===== config.mk =====
export PLATFORM = sky130hd
export DESIGN_NAME = dmat_core
export DESIGN_NICKNAME = d
export VERILOG_FILES = /design/src/design/dmat_pkg.sv /design/src/design/dmat_arb.sv /design/src/design/dmat_core.sv
export VERILOG_INCLUDE_DIRS = /design/src /design/src/design
export SDC_FILE = /design/constraint.sdc
export NUM_CORES = 1
export LEC_CHECK = 0
export BUFFER_PORTS_ARGS = -buffer_cell sky130_fd_sc_hd__buf_2
export CORE_MARGIN = 2
export CORE_UTILIZATION = 50
export CTS_CLUSTER_SIZE = 14
export DETAILED_ROUTE_END_ITERATION = 12
export GPL_TIMING_DRIVEN = 1
export HOLD_SLACK_MARGIN = 0.15
export PLACE_DENSITY = 0.7
export REMOVE_ABC_BUFFERS = 1
export SYNTH_ARGS = -nofsm -noshare
export SYNTH_HDL_FRONTEND = slang
export SYNTH_HIERARCHICAL = 1
export SYNTH_SLANG_ARGS = --single-unit

===== constraint.sdc =====
create_clock -name pclk -period 3.5 [get_ports pclk]
set_clock_uncertainty 0.05 [all_clocks]
set_input_delay 0.35 -clock pclk [delete_from_list [all_inputs] [get_ports pclk]]
set_output_delay 0.35 -clock pclk [all_outputs]
set_load 0.01 [all_outputs]

===== src/design/dmat_consts.svh =====
`ifndef DMAT_CONSTS_SVH
`define DMAT_CONSTS_SVH

// ==========================================================
// register offsets (byte addresses on the APB)
`define DMAT_GCTL_OFS 8'h00
`define DMAT_STAT_OFS 8'h04
`define DMAT_CCTL_BASE 8'h10
`define DMAT_SIZE_BASE 8'h20

// ==========================================================
// global control fields
`define DMAT_GCTL_RR 0
`define DMAT_GCTL_NMI 1

// channel control fields
`define DMAT_CCTL_SEL_LO 0
`define DMAT_CCTL_SEL_HI 3
`define DMAT_CCTL_EN 4
`define DMAT_CCTL_SWREQ 5
`define DMAT_CCTL_DONE 6
`define DMAT_CCTL_LEVEL 7
`define DMAT_CCTL_MODE_LO 8
`define DMAT_CCTL_MODE_HI 9

// status fields
`define DMAT_STAT_BUSY 0
`define DMAT_STAT_CUR_LO 1
`define DMAT_STAT_CUR_HI 2
`define DMAT_STAT_TOP_LO 3
`define DMAT_STAT_TOP_HI 4
`define DMAT_STAT_MCLK 5
`define DMAT_STAT_HALT 6

// ==========================================================
// trigger selector codes
`define DMAT_SEL_SOFT 4'h0
`define DMAT_SEL_MPY 4'hB
`define DMAT_SEL_SRX 4'hC
`define DMAT_SEL_STX 4'hD
`define DMAT_SEL_CHAIN 4'hE
`define DMAT_SEL_EXT 4'hF

// transfer modes
`define DMAT_MODE_SINGLE 2'h0
`define DMAT_MODE_BLOCK 2'h1
`define DMAT_MODE_BURST 2'h2

// ==========================================================
// reset values
`define DMAT_RST_WORD 32'h0000_0000
`define DMAT_RST_TOP 2'h0

// ==========================================================
// timing
`define DMAT_CLK_PERIOD_NS 10
`define DMAT_OSC_START_NS 6000
`define DMAT_OSC_START_CYC \
    ((`DMAT_OSC_START_NS + `DMAT_CLK_PERIOD_NS - 1) / `DMAT_CLK_PERIOD_NS)
`define DMAT_SYNC_ACTIVE 10'h000
`define DMAT_SYNC_LOWPWR 10'h001

`endif


===== src/design/dmat_pkg.sv =====
package dmat_pkg;

    // ======================================================
    // engine states
    typedef enum logic [2:0] {
        DMAT_IDLE,
        DMAT_WAKE,
        DMAT_SYNC,
        DMAT_RD,
        DMAT_WR,
        DMAT_WT
    } dmat_fsm_t;

    // ======================================================
    // per channel configuration and counter
    typedef struct packed {
        logic [1:0] mode;
        logic level;
        logic done;
        logic swreq;
        logic en;
        logic [3:0] sel;
        logic [15:0] size;
    } dmat_chan_t;

    // apb request from the master
    typedef struct packed {
        logic psel;
        logic penable;
        logic pwrite;
        logic [7:0] paddr;
        logic [31:0] pwdata;
    } dmat_apb_req_t;

    // apb answer to the master
    typedef struct packed {
        logic pready;
        logic pslverr;
        logic [31:0] prdata;
    } dmat_apb_rsp_t;

    // trigger sources from the peripherals
    typedef struct packed {
        logic mpy_ready;
        logic serial_b_fitted;
        logic serial_b_rx_flag;
        logic serial_b_rx_irq_enable;
        logic serial_b_tx_flag;
        logic serial_b_tx_irq_enable;
        logic external_trigger_pin;
    } dmat_trig_in_t;

    // whole module state
    typedef struct packed {
        dmat_apb_rsp_t rsp;
        logic rr;
        logic nmi_en;
        dmat_chan_t [2:0] ch;
        logic [2:0] pend;
        logic [2:0] trig_q;
        dmat_fsm_t fsm;
        logic [1:0] cur;
        logic [1:0] top;
        logic [9:0] cnt;
        logic mclk_req;
        logic cpu_halt;
        logic rx_clr;
        logic tx_clr;
        logic xrd;
        logic xwr;
    } dmat_state_t;

endpackage


===== src/design/dmat_arb.sv =====
`timescale 1ns/100ps
// picks the first requesting channel, starting from the top one
module dmat_arb
    import dmat_pkg::*;
(
    input wire logic [2:0] req, // eligible channels
    input wire logic [1:0] top, // channel ranked highest
    output logic valid, // some channel wins
    output logic [1:0] idx // winning channel
);
    // ======================================================
    // cyclic scan starts at top and wraps from channel 2 back to 0
    always_comb begin
        logic [1:0] c;
        c = top;
        valid = 1'b0;
        idx = 2'h0;
        for (int k = 0; k < 3; k++) begin
            if (!valid && req[c]) begin
                valid = 1'b1;
                idx = c;
            end
            c = (c == 2'h2) ? 2'h0 : 2'(c + 2'h1);
        end
    end
endmodule


===== src/design/dmat_core.sv =====
`timescale 1ns/100ps
`include "dmat_consts.svh"
module dmat_core
    import dmat_pkg::*;
(
    input wire logic pclk, // master clock
    input wire logic presetn, // async reset, active low
    input wire dmat_apb_req_t apb_req, // apb request
    output dmat_apb_rsp_t apb_rsp, // apb answer
    input wire dmat_trig_in_t trig_in, // peripheral triggers
    input wire logic nmi, // non-maskable interrupt
    input wire logic mclk_running, // master clock is on
    input wire logic cpu_off, // cpu in a low-power mode
    output logic mclk_request, // keep oscillator clock up
    output logic cpu_halt, // cpu held for a transfer
    output logic serial_b_rx_clear, // clear rx flag, pulse
    output logic serial_b_tx_clear, // clear tx flag, pulse
    output logic xfer_read, // read cycle of a unit
    output logic xfer_write, // write cycle of a unit
    output logic [1:0] xfer_chan, // channel moving data
    output logic [2:0] channel_done_flag // per channel done
);
    dmat_state_t s;
    dmat_state_t next_s;
    logic [2:0] trig;
    logic [2:0] elig;
    logic gnt_valid;
    logic [1:0] gnt_idx;
    logic [1:0] eff_top;

    // ======================================================
    // trigger selection per channel
    for (genvar i = 0; i < 3; i++) begin : g_trig
        localparam int PREV = (i + 2) % 3;
        always_comb begin
            case (s.ch[i].sel)
                `DMAT_SEL_SOFT: trig[i] = s.ch[i].swreq;
                `DMAT_SEL_MPY: trig[i] = trig_in.mpy_ready;
                `DMAT_SEL_SRX: trig[i] = trig_in.serial_b_fitted
                    && trig_in.serial_b_rx_flag
                    && !trig_in.serial_b_rx_irq_enable;
                `DMAT_SEL_STX: trig[i] = trig_in.serial_b_fitted
                    && trig_in.serial_b_tx_flag
                    && !trig_in.serial_b_tx_irq_enable;
                `DMAT_SEL_CHAIN: trig[i] = s.ch[PREV].done;
                `DMAT_SEL_EXT: trig[i] = trig_in.external_trigger_pin;
                default: trig[i] = 1'b0;
            endcase
        end
        // level mode follows the trigger, edge mode needs a capture
        assign elig[i] = s.ch[i].en && (s.ch[i].size != 16'h0000)
            && (s.ch[i].level ? trig[i] : s.pend[i]);
    end

    // fixed order returns at once when rotation is off
    assign eff_top = s.rr ? s.top : 2'h0;

    // the scan starts at the top channel and wraps around
    dmat_arb u_arb (
        .req(elig),
        .top(eff_top),
        .valid(gnt_valid),
        .idx(gnt_idx)
    );

    // ======================================================
    // next state: bus slave first, then engine, so hw sets win
    always_comb begin
        logic [31:0] rd;
        logic hit;
        logic [1:0] idx;
        logic fin;
        logic [1:0] c;
        rd = `DMAT_RST_WORD;
        hit = 1'b0;
        idx = 2'h0;
        fin = 1'b0;
        c = s.cur;
        next_s = s;
        next_s.rx_clr = 1'b0;
        next_s.tx_clr = 1'b0;
        next_s.xrd = 1'b0;
        next_s.xwr = 1'b0;
        next_s.rsp.pready = 1'b0;
        next_s.rsp.pslverr = 1'b0;

        // ==================================================
        // address decode
        // slot 3 of each channel bank is unmapped: error
        idx = 2'(apb_req.paddr[3:2]);
        if (apb_req.paddr == `DMAT_GCTL_OFS) begin
            hit = 1'b1;
            rd[`DMAT_GCTL_RR] = s.rr;
            rd[`DMAT_GCTL_NMI] = s.nmi_en;
        end else if (apb_req.paddr == `DMAT_STAT_OFS) begin
            hit = 1'b1;
            rd[`DMAT_STAT_BUSY] = (s.fsm != DMAT_IDLE);
            rd[`DMAT_STAT_CUR_HI:`DMAT_STAT_CUR_LO] = s.cur;
            rd[`DMAT_STAT_TOP_HI:`DMAT_STAT_TOP_LO] = eff_top;
            rd[`DMAT_STAT_MCLK] = s.mclk_req;
            rd[`DMAT_STAT_HALT] = s.cpu_halt;
        end else if ((apb_req.paddr & 8'hF0) == `DMAT_CCTL_BASE
                && idx != 2'h3) begin
            hit = 1'b1;
            rd[`DMAT_CCTL_SEL_HI:`DMAT_CCTL_SEL_LO] = s.ch[idx].sel;
            rd[`DMAT_CCTL_EN] = s.ch[idx].en;
            rd[`DMAT_CCTL_SWREQ] = s.ch[idx].swreq;
            rd[`DMAT_CCTL_DONE] = s.ch[idx].done;
            rd[`DMAT_CCTL_LEVEL] = s.ch[idx].level;
            rd[`DMAT_CCTL_MODE_HI:`DMAT_CCTL_MODE_LO] = s.ch[idx].mode;
        end else if ((apb_req.paddr & 8'hF0) == `DMAT_SIZE_BASE
                && idx != 2'h3) begin
            hit = 1'b1;
            rd[15:0] = s.ch[idx].size;
        end

        // setup phase: answer is ready for the access phase
        if (apb_req.psel && !apb_req.penable) begin
            next_s.rsp.pready = 1'b1;
            next_s.rsp.pslverr = !hit;
            next_s.rsp.prdata = apb_req.pwrite ? `DMAT_RST_WORD : rd;
        end

        // access phase: the write takes effect here
        if (apb_req.psel && apb_req.penable && s.rsp.pready
                && apb_req.pwrite && hit) begin
            if (apb_req.paddr == `DMAT_GCTL_OFS) begin
                next_s.rr = apb_req.pwdata[`DMAT_GCTL_RR];
                next_s.nmi_en = apb_req.pwdata[`DMAT_GCTL_NMI];
            end else if (apb_req.paddr == `DMAT_STAT_OFS) begin
                next_s.rr = s.rr; // status is read only
            end else if ((apb_req.paddr & 8'hF0) == `DMAT_CCTL_BASE) begin
                next_s.ch[idx].sel =
                    apb_req.pwdata[`DMAT_CCTL_SEL_HI:`DMAT_CCTL_SEL_LO];
                next_s.ch[idx].en = apb_req.pwdata[`DMAT_CCTL_EN];
                next_s.ch[idx].swreq = apb_req.pwdata[`DMAT_CCTL_SWREQ];
                next_s.ch[idx].done = apb_req.pwdata[`DMAT_CCTL_DONE];
                next_s.ch[idx].level = apb_req.pwdata[`DMAT_CCTL_LEVEL];
                next_s.ch[idx].mode =
                    apb_req.pwdata[`DMAT_CCTL_MODE_HI:`DMAT_CCTL_MODE_LO];
            end else begin
                next_s.ch[idx].size = apb_req.pwdata[15:0];
            end
        end

        // ==================================================
        // edge capture of triggers, consumed when a transfer starts
        // a capture on a disabled channel waits until it is served
        next_s.trig_q = trig;
        next_s.pend = s.pend | (trig & ~s.trig_q);

        // ==================================================
        // engine
        // a unit is rd, wr, wt; sync comes only before the first
        case (s.fsm)
            DMAT_IDLE: begin
                // choose only here, so nothing running is preempted
                if (gnt_valid) begin
                    next_s.cur = gnt_idx;
                    next_s.pend[gnt_idx] = 1'b0;
                    next_s.cpu_halt = 1'b1;
                    if (s.ch[gnt_idx].sel == `DMAT_SEL_SOFT) begin
                        next_s.ch[gnt_idx].swreq = 1'b0;
                    end
                    // serial flags are only cleared when the module exists
                    if (s.ch[gnt_idx].sel == `DMAT_SEL_SRX) begin
                        next_s.rx_clr = trig_in.serial_b_fitted;
                    end
                    if (s.ch[gnt_idx].sel == `DMAT_SEL_STX) begin
                        next_s.tx_clr = trig_in.serial_b_fitted;
                    end
                    if (!mclk_running) begin
                        // clock is off: ask for the oscillator clock
                        next_s.mclk_req = 1'b1;
                        next_s.cnt = 10'(`DMAT_OSC_START_CYC);
                        next_s.fsm = DMAT_WAKE;
                    end else begin
                        // low power costs one more sync cycle
                        next_s.cnt = cpu_off ? `DMAT_SYNC_LOWPWR
                                             : `DMAT_SYNC_ACTIVE;
                        next_s.fsm = DMAT_SYNC;
                    end
                end
            end
            DMAT_WAKE: begin
                // the oscillator start allowance bounds the wait
                // a dead oscillator cannot hang the engine
                if (mclk_running || s.cnt == 10'h000) begin
                    next_s.cnt = `DMAT_SYNC_LOWPWR;
                    next_s.fsm = DMAT_SYNC;
                end else begin
                    next_s.cnt = s.cnt - 10'h001;
                end
            end
            DMAT_SYNC: begin
                if (s.cnt == 10'h000) begin
                    next_s.fsm = DMAT_RD;
                end else begin
                    next_s.cnt = s.cnt - 10'h001;
                end
            end
            DMAT_RD: begin
                // a dropped level trigger holds the engine here
                // size is untouched while paused, so it resumes in place
                if (!(s.ch[c].level && !trig[c])) begin
                    next_s.xrd = 1'b1;
                    next_s.fsm = DMAT_WR;
                end
            end
            DMAT_WR: begin
                next_s.xwr = 1'b1;
                next_s.fsm = DMAT_WT;
            end
            DMAT_WT: begin
                // one wait cycle closes each unit
                next_s.ch[c].size = s.ch[c].size - 16'h0001;
                if (s.ch[c].size == 16'h0001) begin
                    next_s.ch[c].done = 1'b1;
                    next_s.ch[c].en = 1'b0;
                    fin = 1'b1;
                end else if (s.ch[c].mode == `DMAT_MODE_SINGLE) begin
                    fin = 1'b1;
                end else if (s.ch[c].mode == `DMAT_MODE_BURST
                        && !s.ch[c].en) begin
                    fin = 1'b1;
                end else begin
                    next_s.fsm = DMAT_RD;
                end
            end
            default: begin
                next_s.fsm = DMAT_IDLE;
            end
        endcase

        // ==================================================
        // nmi abort, only while a transfer runs
        // it cuts in at once, even in the middle of a unit
        if (s.fsm != DMAT_IDLE && s.nmi_en && nmi) begin
            fin = 1'b1;
        end

        // end of transfer: release cpu and clock, rotate if asked
        if (fin) begin
            next_s.fsm = DMAT_IDLE;
            next_s.cpu_halt = 1'b0;
            next_s.mclk_req = 1'b0;
            next_s.xrd = 1'b0;
            next_s.xwr = 1'b0;
            if (s.rr) begin
                next_s.top = (c == 2'h2) ? 2'h0 : 2'(c + 2'h1);
            end
        end
        if (!s.rr) begin
            next_s.top = `DMAT_RST_TOP;
        end
    end

    // ======================================================
    // state register
    // one register for all state keeps every update in one place
    always_ff @(posedge pclk or negedge presetn) begin
        if (!presetn) begin
            s <= '0;
        end else begin
            s <= next_s;
        end
    end

    // ======================================================
    // outputs straight from the state
    // no logic after the flops, so no output can glitch
    assign apb_rsp = s.rsp;
    assign mclk_request = s.mclk_req;
    assign cpu_halt = s.cpu_halt;
    assign serial_b_rx_clear = s.rx_clr;
    assign serial_b_tx_clear = s.tx_clr;
    assign xfer_read = s.xrd;
    assign xfer_write = s.xwr;
    assign xfer_chan = s.cur;
    assign channel_done_flag = {s.ch[2].done, s.ch[1].done, s.ch[0].done};
endmodule


==> metrics.log, run 1 <==
[metrics] status: complete, no violations
[metrics] post-route setup TNS: 0 ps
[metrics] placed instance area: 8229 sq um
[metrics] Highest Clock Rate: roughly 0.32 GHz
[metrics] total clock buffers created by CTS: 17
[metrics] proportion of layout cells with a drive suffix above 1: around 21%
[metrics] overall die height: 129.8 um
[metrics] most used flip-flop cell after synthesis: sky130_fd_sc_hd__dfrtp_1
[metrics] most common cell after layout, fill and taps aside: sky130_fd_sc_hd__dfrtp_1
[metrics] final hold slack: 171.7 ps
[metrics] net load switching power: 1.116 mW
[metrics] simple-gate share of the synthesized area: 16.34%
[metrics] switching power as a share of total power: 29.33%
[metrics] worst-path fanout max: 17
[metrics] net count reported at finish: 959
[metrics] dpl hpwl: ~15,000 um
[metrics] overall via count from detail_route: 6,528
[metrics] synthesized-area fraction occupied by ao, oa, aoi and oai cells: 17.17%
[metrics] Post-Synthesis Cells: 865
[metrics] multi-input combinational cell area: between 4000 and 5000 sq um
[metrics] cell area after layout: 8782 sq um
[metrics] Clk pwr share: 42.5%
[metrics] Rel. slew slack: 42.15%
[metrics] time the worst path needs with I/O delays and setup: ~3100 ps
[metrics] drc violations: 0
[metrics] xor and xnor area share after synthesis: about 1.9%
[metrics] H-tree depth reported by CTS: 4
[metrics] initial antenna violation count: 0
[metrics] post-synthesis async set-or-reset flop share: between 90% and 100%
[metrics] Pleak: 4.080 nW
[metrics] combinational fraction of design power: ~16%
[metrics] Crit path top cell by count: sky130_fd_sc_hd__nor2_1
[metrics] critical path startpoint category: flip-flop
[metrics] number of flops mapped to enable cells by yosys: 0
[metrics] Post-CTS Resized: 0
[metrics] number of max-capacitance violations reported: 0
[metrics] post-CTS clock slew at the launch and capture registers of the worst setup and hold paths: 60 ps
[metrics] cell at the slowest stage of the critical path: sky130_fd_sc_hd__nor4_1
[metrics] Clock Sinks: 127
[metrics] DR iter-0 viols: 533
[metrics] worst reg2reg path depth: 11
[metrics] reg-to-reg slack, setup: 350 ps
[metrics] post-synthesis mux area share: 16.56%
[metrics] number of core rows: 46
[metrics] signal arrival time at the worst endpoint: 3390 ps
[metrics] Bufs on Longest Clock Path: 2
[metrics] latest clock arrival within the worst-skew pair: ~430 ps
[metrics] overall track demand over capacity in global routing: a little over a quarter
[metrics] average cell area after synthesis: between 9 and 10 sq um
[metrics] root cell of the clock tree: sky130_fd_sc_hd__clkbuf_16
[metrics] path type of the worst setup path: flip-flop to flip-flop
[metrics] routed wire length: 20,920 um
[metrics] relative contribution of sequential cells to total power: 42.0%
[metrics] per-cell via count in the routed design: 5.777
[metrics] period utilization: 89.98%
[metrics] Yosys warnings: 6
[metrics] vias in the first global route: 6,325
[metrics] fraction of the yosys area taken by sequential cells: 40.13%
[metrics] cells along the critical path: nor4_1 > nand4_1 > o211ai_1 > a21oi_1 > a21boi_1 > or3_1 > o21bai_1 > a21o_1 > nor2_1 > xnor2_1 > nor2_1
[metrics] die footprint: 16,860 sq um
[metrics] Worst VDD drop: 0.3499 mV
[metrics] adder and majority gate portion of the synthesized area: 0.4740%
[metrics] total count of hold-check failures in the final report: 0
[metrics] Synth Cell Area: approximately 7900 sq um
[metrics] last weighted congestion value of the routability-driven placer: 0.9285
[metrics] clock tree from TritonCTS: done
[metrics] Int Pwr: 2.688 mW
[metrics] number of pins with negative max-slew slack in the final report: 0
[metrics] Detailed Routing Iterations Pass 1: 5
[metrics] Critical Path End Type: flip-flop
[metrics] hold path cells: 3
[metrics] core area: 15,660 sq um
[metrics] Min-Delay Path Class: input port to flip-flop
[metrics] buffer and inverter count on the worst path: 0
[metrics] routed length per placed instance: 18.51 um
[metrics] Overflow after GRT: 0
[metrics] pre-CTS setup slack: 253.2 ps
[metrics] maximum cell stage delay along the critical path: 480 ps
[metrics] maximum number of pins on one net before global-route repair: 40
[metrics] smallest setup slack after layout: 350.7 ps
[metrics] ports placed on the boundary: 100
[metrics] worst slew pin tran: 865.7 ps
[metrics] count of distinct cell types in the synthesized netlist: 62
[metrics] Sequential Area: 3178 sq um
[metrics] flip-flop and latch count after synthesis: between 100 and 150
[metrics] power per unit of standard cell area: 433.1 nW/um^2
[metrics] ANT nets after route: 0
[metrics] antenna diode instance count: 0
[metrics] Top Family by Delay on Critical Path: simple AND/OR/NAND/NOR gates
[metrics] leading cell types in the layout, fill and taps excluded: 127 x sky130_fd_sc_hd__dfrtp_1, 103 x sky130_fd_sc_hd__nand2_1, 70 x sky130_fd_sc_hd__nor2_1, 70 x sky130_fd_sc_hd__o21ai_0, 68 x sky130_fd_sc_hd__mux2i_1
[metrics] Final Setup Violations: 0
[metrics] initial cell density of the core: 50.58%
[metrics] floorplan die width: 129.8 um
[metrics] RSZ-0062 raised after global routing: no
[metrics] count of port buffers added during placement: 67
[metrics] wire length of the first global-routing pass: 33,960 um
[metrics] depth of the critical timing path with buffers and inverters included: 11
[metrics] combinational family with the most area after synthesis: compound AO/OA/AOI/OAI gates
[metrics] Fill cells: 1,443
[metrics] CP Data Required Time: 3750 ps
[metrics] Area Growth Syn to Fin: 10.90%
## sequential cells by signal, summed over array words and instances, names as in the netlist
signal	flops
s	98
mclk_request	1
xfer_write	1
serial_b_rx_clear	1
serial_b_tx_clear	1
cpu_halt	1
xfer_read	1
channel_done_flag	3
xfer_chan	2
apb_rsp	18
## area by class of cell
cell class	instances	share of cell area, %
clock buffer	19	5.157
clock inverter	13	1.026
inverter	23	0.9830
multi-input combinational	646	48.07
sequential	127	36.19
tap	216	3.077
timing repair buffer	86	5.499
## cell families (layout without fill, tap and decap cells)
kind of cell,Yosys count,after routing
and+or+nand+nor,268,268
buffers and inverters,107,141
xor gates and xnor gates,17,17
other,1,16
AOI/OAI and AO/OA,218,218
muxes,124,124
adders and majority gates,3,3
DFF,127,127
## routing by layer
layer  wire length (um)  GRT usage, %  vias up
met5                  0             0        -
met4                581         10.12        0
met3               1190         6.150       37
met2               9931         41.55      236
met1               9216         34.72     3134
li1                   -             -     3121
## power groups by stage
stage	combinational, mW	sequential [mW]	clock [mW]
floorplan	0.371	1.62	0
global placement	0.577	1.62	0
detailed placement	0.587	1.62	0
CTS	0.590	1.60	1.64
global route	0.660	1.61	1.70
finish	0.589	1.60	1.62
## through the flow
stage               instances  utilization, %  power, mW
finish                   1130           56.10      3.804
global placement         1097           52.57      2.199
CTS                      1130           56.10      3.823
floorplan                 796               -      1.995
detailed placement       1097           52.57      2.208
global route             1130           56.10      3.972
## timing repair
item / 4_1_cts / 5_1_grt
hold endpoints to repair: 36 / 0
buffers inserted: 0 / 0
hold buffers: 1 / 0
## worst min-delay path, cell delays in order
cell	delay (ps)
sky130_fd_sc_hd__buf_2	140
sky130_fd_sc_hd__mux2i_1	80
sky130_fd_sc_hd__nand2_1	50
## final timing paths
kind	from	endpoint
setup reg to reg	s[83]	s[11]
hold reg to reg	apb_rsp[7]	apb_rsp[7]
min in group asynchronous	presetn	s[8]
max in group asynchronous	presetn	s[34]
hold / removal	apb_req[6]	channel_done_flag[0]
setup / recovery	s[83]	s[11]
## cell usage after synthesis (13+ instances only)
library cell | count | area [sq um]
sky130_fd_sc_hd__a21oi_1 | 53 | 265.3
sky130_fd_sc_hd__a22o_1 | 13 | 113.9
sky130_fd_sc_hd__buf_4 | 39 | 292.8
sky130_fd_sc_hd__clkbuf_1 | 32 | 120.1
sky130_fd_sc_hd__dfrtp_1 | 127 | 3178
sky130_fd_sc_hd__inv_1 | 22 | 82.58
sky130_fd_sc_hd__mux2_2 | 56 | 630.6
sky130_fd_sc_hd__mux2i_1 | 68 | 680.7
sky130_fd_sc_hd__nand2_1 | 103 | 386.6
sky130_fd_sc_hd__nor2_1 | 71 | 266.5
sky130_fd_sc_hd__nor3_1 | 20 | 100.1
sky130_fd_sc_hd__nor4_1 | 15 | 93.84
sky130_fd_sc_hd__o21ai_0 | 70 | 350.3
sky130_fd_sc_hd__xnor2_1 | 13 | 113.9
Note: power is estimated with default switching activity, not from simulation.
==> inputs of run 2 (changes only) <==
ABC_AREA = 1   (was unset)
SLEW_MARGIN = 25   (was unset)
TNS_END_PERCENT = 30   (was unset)
==> metrics.log, run 2 <==
[metrics] status: complete, no violations
[metrics] number of buffers inserted to repair setup after CTS: 0 (unchanged)
[metrics] largest area contributor in the netlist: sky130_fd_sc_hd__dfrtp_1
[metrics] worst hold path endpoint: s[67]
[metrics] Area Growth Syn to Fin: 11.54%
[metrics] clock tree from TritonCTS: done
[metrics] period utilization: 95.25% (+5.3 points)
[metrics] routed length per placed instance: 18.45 um (-0.31%)
[metrics] number of core rows: 48 (+4.3%)
[metrics] cell at the slowest stage of the critical path: sky130_fd_sc_hd__nor4_1
[metrics] worst slew pin tran: 929.4 ps (+63.72 ps)
[metrics] maximum cell stage delay along the critical path: 590 ps (+110 ps)
[metrics] DR iter-0 viols: 1,044 (+96%)
[metrics] Placed Cells incl. Taps: 1,550 (+41%)
[metrics] overall die height: 137.5 um (+5.9%)
[metrics] Yosys warnings: 6 (unchanged)
[metrics] post-route setup TNS: 0 ps (unchanged)
[metrics] number of pins with negative max-slew slack in the final report: 0 (unchanged)
[metrics] worst-path fanout max: 5 (-12)
[metrics] buffer and inverter count on the worst path: 4 (+4)
[metrics] RR Startpoint: s[40]
[metrics] count of port buffers added during placement: 67 (unchanged)
[metrics] overall track demand over capacity in global routing: 31.84% (+5.7 points)
[metrics] Worst VDD drop: 0.4897 mV (+40%)
[metrics] net count reported at finish: 1,409 (+47%)
[metrics] Clock Sinks: 127 (unchanged)
[metrics] cells along the critical path: nor4_1 > nand4_1 > o2111ai_1 > inv_1 > nand2_1 > nand3_1 > nor2_2 > nand3_1 > nand2_2 > inv_1 > nor2_1 > nand2_1 > and2_1 > inv_1 > nor2_1 > nand2_1 > inv_1 > nand2_1 > o21ai_0 > a21oi_1
[metrics] die footprint: 18,890 sq um (+12%)
[metrics] Fill cells: 1,695 (+17%)
[metrics] path type of the worst setup path: flip-flop to flip-flop
[metrics] Critical Path End Type: flip-flop
[metrics] Sequential Area: 3178 sq um (unchanged)
[metrics] initial cell density of the core: 51.30% (+0.72 points)
[metrics] count of distinct cell types in the synthesized netlist: 55 (-11%)
[metrics] root cell of the clock tree: sky130_fd_sc_hd__clkbuf_16
[metrics] ANT nets after route: 0 (unchanged)
[metrics] most used flip-flop cell after synthesis: sky130_fd_sc_hd__dfrtp_1
[metrics] fraction of the yosys area taken by sequential cells: 35.69% (-4.4 points)
[metrics] Detailed Routing Iterations Pass 1: 6 (+1)
[metrics] flip-flop and latch count after synthesis: 127 (unchanged)
[metrics] hold path cells: 3 (unchanged)
[metrics] post-synthesis async set-or-reset flop share: 100.0% (unchanged)
[metrics] Post-Layout Cell Count: 1,588 (+41%)
[metrics] power per unit of standard cell area: 486.3 nW/um^2 (+12%)
[metrics] R2R Path End: s[76]
[metrics] post-CTS clock slew at the launch and capture registers of the worst setup and hold paths: 60 ps (about the same)
[metrics] reg-to-reg slack, setup: 170 ps (-180 ps)
[metrics] top register by number of flip-flops: s
[metrics] signal arrival time at the worst endpoint: 3620 ps (+230 ps)
[metrics] final hold slack: 158.9 ps (-12.87 ps)
[metrics] last weighted congestion value of the routability-driven placer: 0.9902 (+6.6%)
[metrics] dpl hpwl: 20,220 um (+36%)
[metrics] source of the worst hold timing path: apb_req[12]
[metrics] number of max-capacitance violations reported: 0 (unchanged)
[metrics] Rel. slew slack: 37.89% (-4.3 points)
[metrics] Top Family by Delay on Critical Path: simple AND/OR/NAND/NOR gates
[metrics] cell area after layout: 9932 sq um (+13%)
[metrics] number of flops mapped to enable cells by yosys: 0 (unchanged)
[metrics] time the worst path needs with I/O delays and setup: 3334 ps (+184.3 ps)
[metrics] total clock buffers created by CTS: 17 (unchanged)
[metrics] critical path startpoint category: flip-flop
[metrics] multi-input combinational cell area: 4604 sq um (+9.1%)
[metrics] initial antenna violation count: 0 (unchanged)
[metrics] core area: 17,360 sq um (+11%)
[metrics] Highest Clock Rate: 0.3000 GHz (-5.5%)
[metrics] worst reg2reg path depth: 20 (+9)
[metrics] maximum number of pins on one net before global-route repair: 128 (+220%)
[metrics] placed instance area: 9229 sq um (+12%)
[metrics] most common cell after layout, fill and taps aside: sky130_fd_sc_hd__nand2_1
[metrics] overall via count from detail_route: 9,246 (+42%)
[metrics] Largest register FFs: 98 (unchanged)
[metrics] top cells by count, synth: 322 x sky130_fd_sc_hd__nand2_1, 157 x sky130_fd_sc_hd__inv_1, 134 x sky130_fd_sc_hd__o21ai_0, 129 x sky130_fd_sc_hd__nand3_1, 127 x sky130_fd_sc_hd__dfrtp_1
[metrics] RSZ-0062 raised after global routing: no
[metrics] floorplan die width: 137.5 um (+5.9%)
[metrics] wire length of the first global-routing pass: 45,510 um (+34%)
[metrics] Synth Cell Area: 8905 sq um (+12%)
[metrics] Min-Delay Path Class: input port to flip-flop
[metrics] H-tree depth reported by CTS: 4 (unchanged)
[metrics] ranking of synthesized cells by area: sky130_fd_sc_hd__dfrtp_1 36%, sky130_fd_sc_hd__nand2_1 14%, sky130_fd_sc_hd__o21ai_0 7.5%
[metrics] leading cell types in the layout, fill and taps excluded: 320 x sky130_fd_sc_hd__nand2_1, 157 x sky130_fd_sc_hd__inv_1, 133 x sky130_fd_sc_hd__o21ai_0
[metrics] total count of hold-check failures in the final report: 0 (unchanged)
[metrics] drc violations: 0 (unchanged)
[metrics] routed wire length: 29,310 um (+40%)
[metrics] antenna diode instance count: 0 (unchanged)
[metrics] vias in the first global route: 8,357 (+32%)
[metrics] per-cell via count in the routed design: 5.822 (+0.79%)
[metrics] Post-Synthesis Cells: 1,305 (+51%)
[metrics] Final Setup Violations: 0 (unchanged)
[metrics] Overflow after GRT: 0 (unchanged)
[metrics] fraction of post-synthesis cell area in the top cell type by area: 35.69% (-4.4 points)
[metrics] smallest setup slack after layout: 166.4 ps (-184.3 ps)
[metrics] Pleak: 4.978 nW (+22%)
[metrics] ports placed on the boundary: 100 (unchanged)
[metrics] proportion of layout cells with a drive suffix above 1: 12.47% (-8.2 points)
[metrics] pre-CTS setup slack: 219.9 ps (-33.29 ps)
[metrics] average cell area after synthesis: 6.824 sq um (-25%)
[metrics] Bufs on Longest Clock Path: 2 (unchanged)
[metrics] CP Data Required Time: 3790 ps (+40 ps)
[metrics] most frequent cell after synthesis: sky130_fd_sc_hd__nand2_1
[metrics] latest clock arrival within the worst-skew pair: 430 ps (about the same)
[metrics] depth of the critical timing path with buffers and inverters included: 20 (+9)
-- run 2: tightest hold or removal path, cell delays in order --
cell	delay [ps]
sky130_fd_sc_hd__buf_2	100
sky130_fd_sc_hd__o211ai_1	90
sky130_fd_sc_hd__nand2_1	60
-- run 2: per-layer routing --
| metal | part of all wire, % | vias up | track usage [%] |
|---|---|---|---|
| li1 | - | 4355 | - |
| met2 | 45 | 508 | 49.31 |
| met3 | 9.7 | 109 | 7.910 |
| met5 | 0 | - | 0 |
| met4 | 4.2 | 0 | 14.43 |
| met1 | 41 | 4274 | 42.01 |
-- run 2: final cells by class --
class                      instances  area share (%)
clock inverter                     5          0.7559
multi-input combinational        933           46.36
clock buffer                      26           5.329
inverter                         174           6.639
tap                              225           2.834
timing repair buffer              98           6.085
sequential                       127           32.00
-- run 2: repair_timing --
action,CTS,global route
hold buffers,7,0
hold endpoints to repair,132,0
endpoints found under the setup margin,0,4
gates resized for setup,0,8
-- run 2: how the worst max path moves through the flow --
stage                      startpoint      to
after CTS                       s[66]   s[76]
final                           s[40]   s[76]
after floorplan           apb_req[35]   s[43]
after global routing            s[97]   s[76]
after global placement          s[66]  s[102]
after detailed placement        s[64]   s[76]
-- run 2: where the power goes --
part           total, mW  switching [mW]  internal [mW]
sequential          1.64          0.0787           1.57
clock               1.85           0.675           1.18
combinational       1.34           0.925          0.410
-- run 2: cells by family after synthesis --
logic type,after synthesis,share of synthesized area [%]
buffers and inverters,260,13.59
other,1,0.04211
xor gates and xnor gates,13,1.279
adders and majority gates,3,0.4216
and+or+nand+nor,629,31.33
DFF,127,35.69
muxes,1,0.1124
AOI/OAI and AO/OA,271,17.54
-- run 2: metrics by stage --
step           total power [mW]  utilization, %
2_1_floorplan             2.573               -
3_3_place_gp              2.937           53.17
3_5_place_dp              2.956           53.17
4_1_cts                   4.800           57.06
5_1_grt                   5.054           57.22
6_report                  4.830           57.22
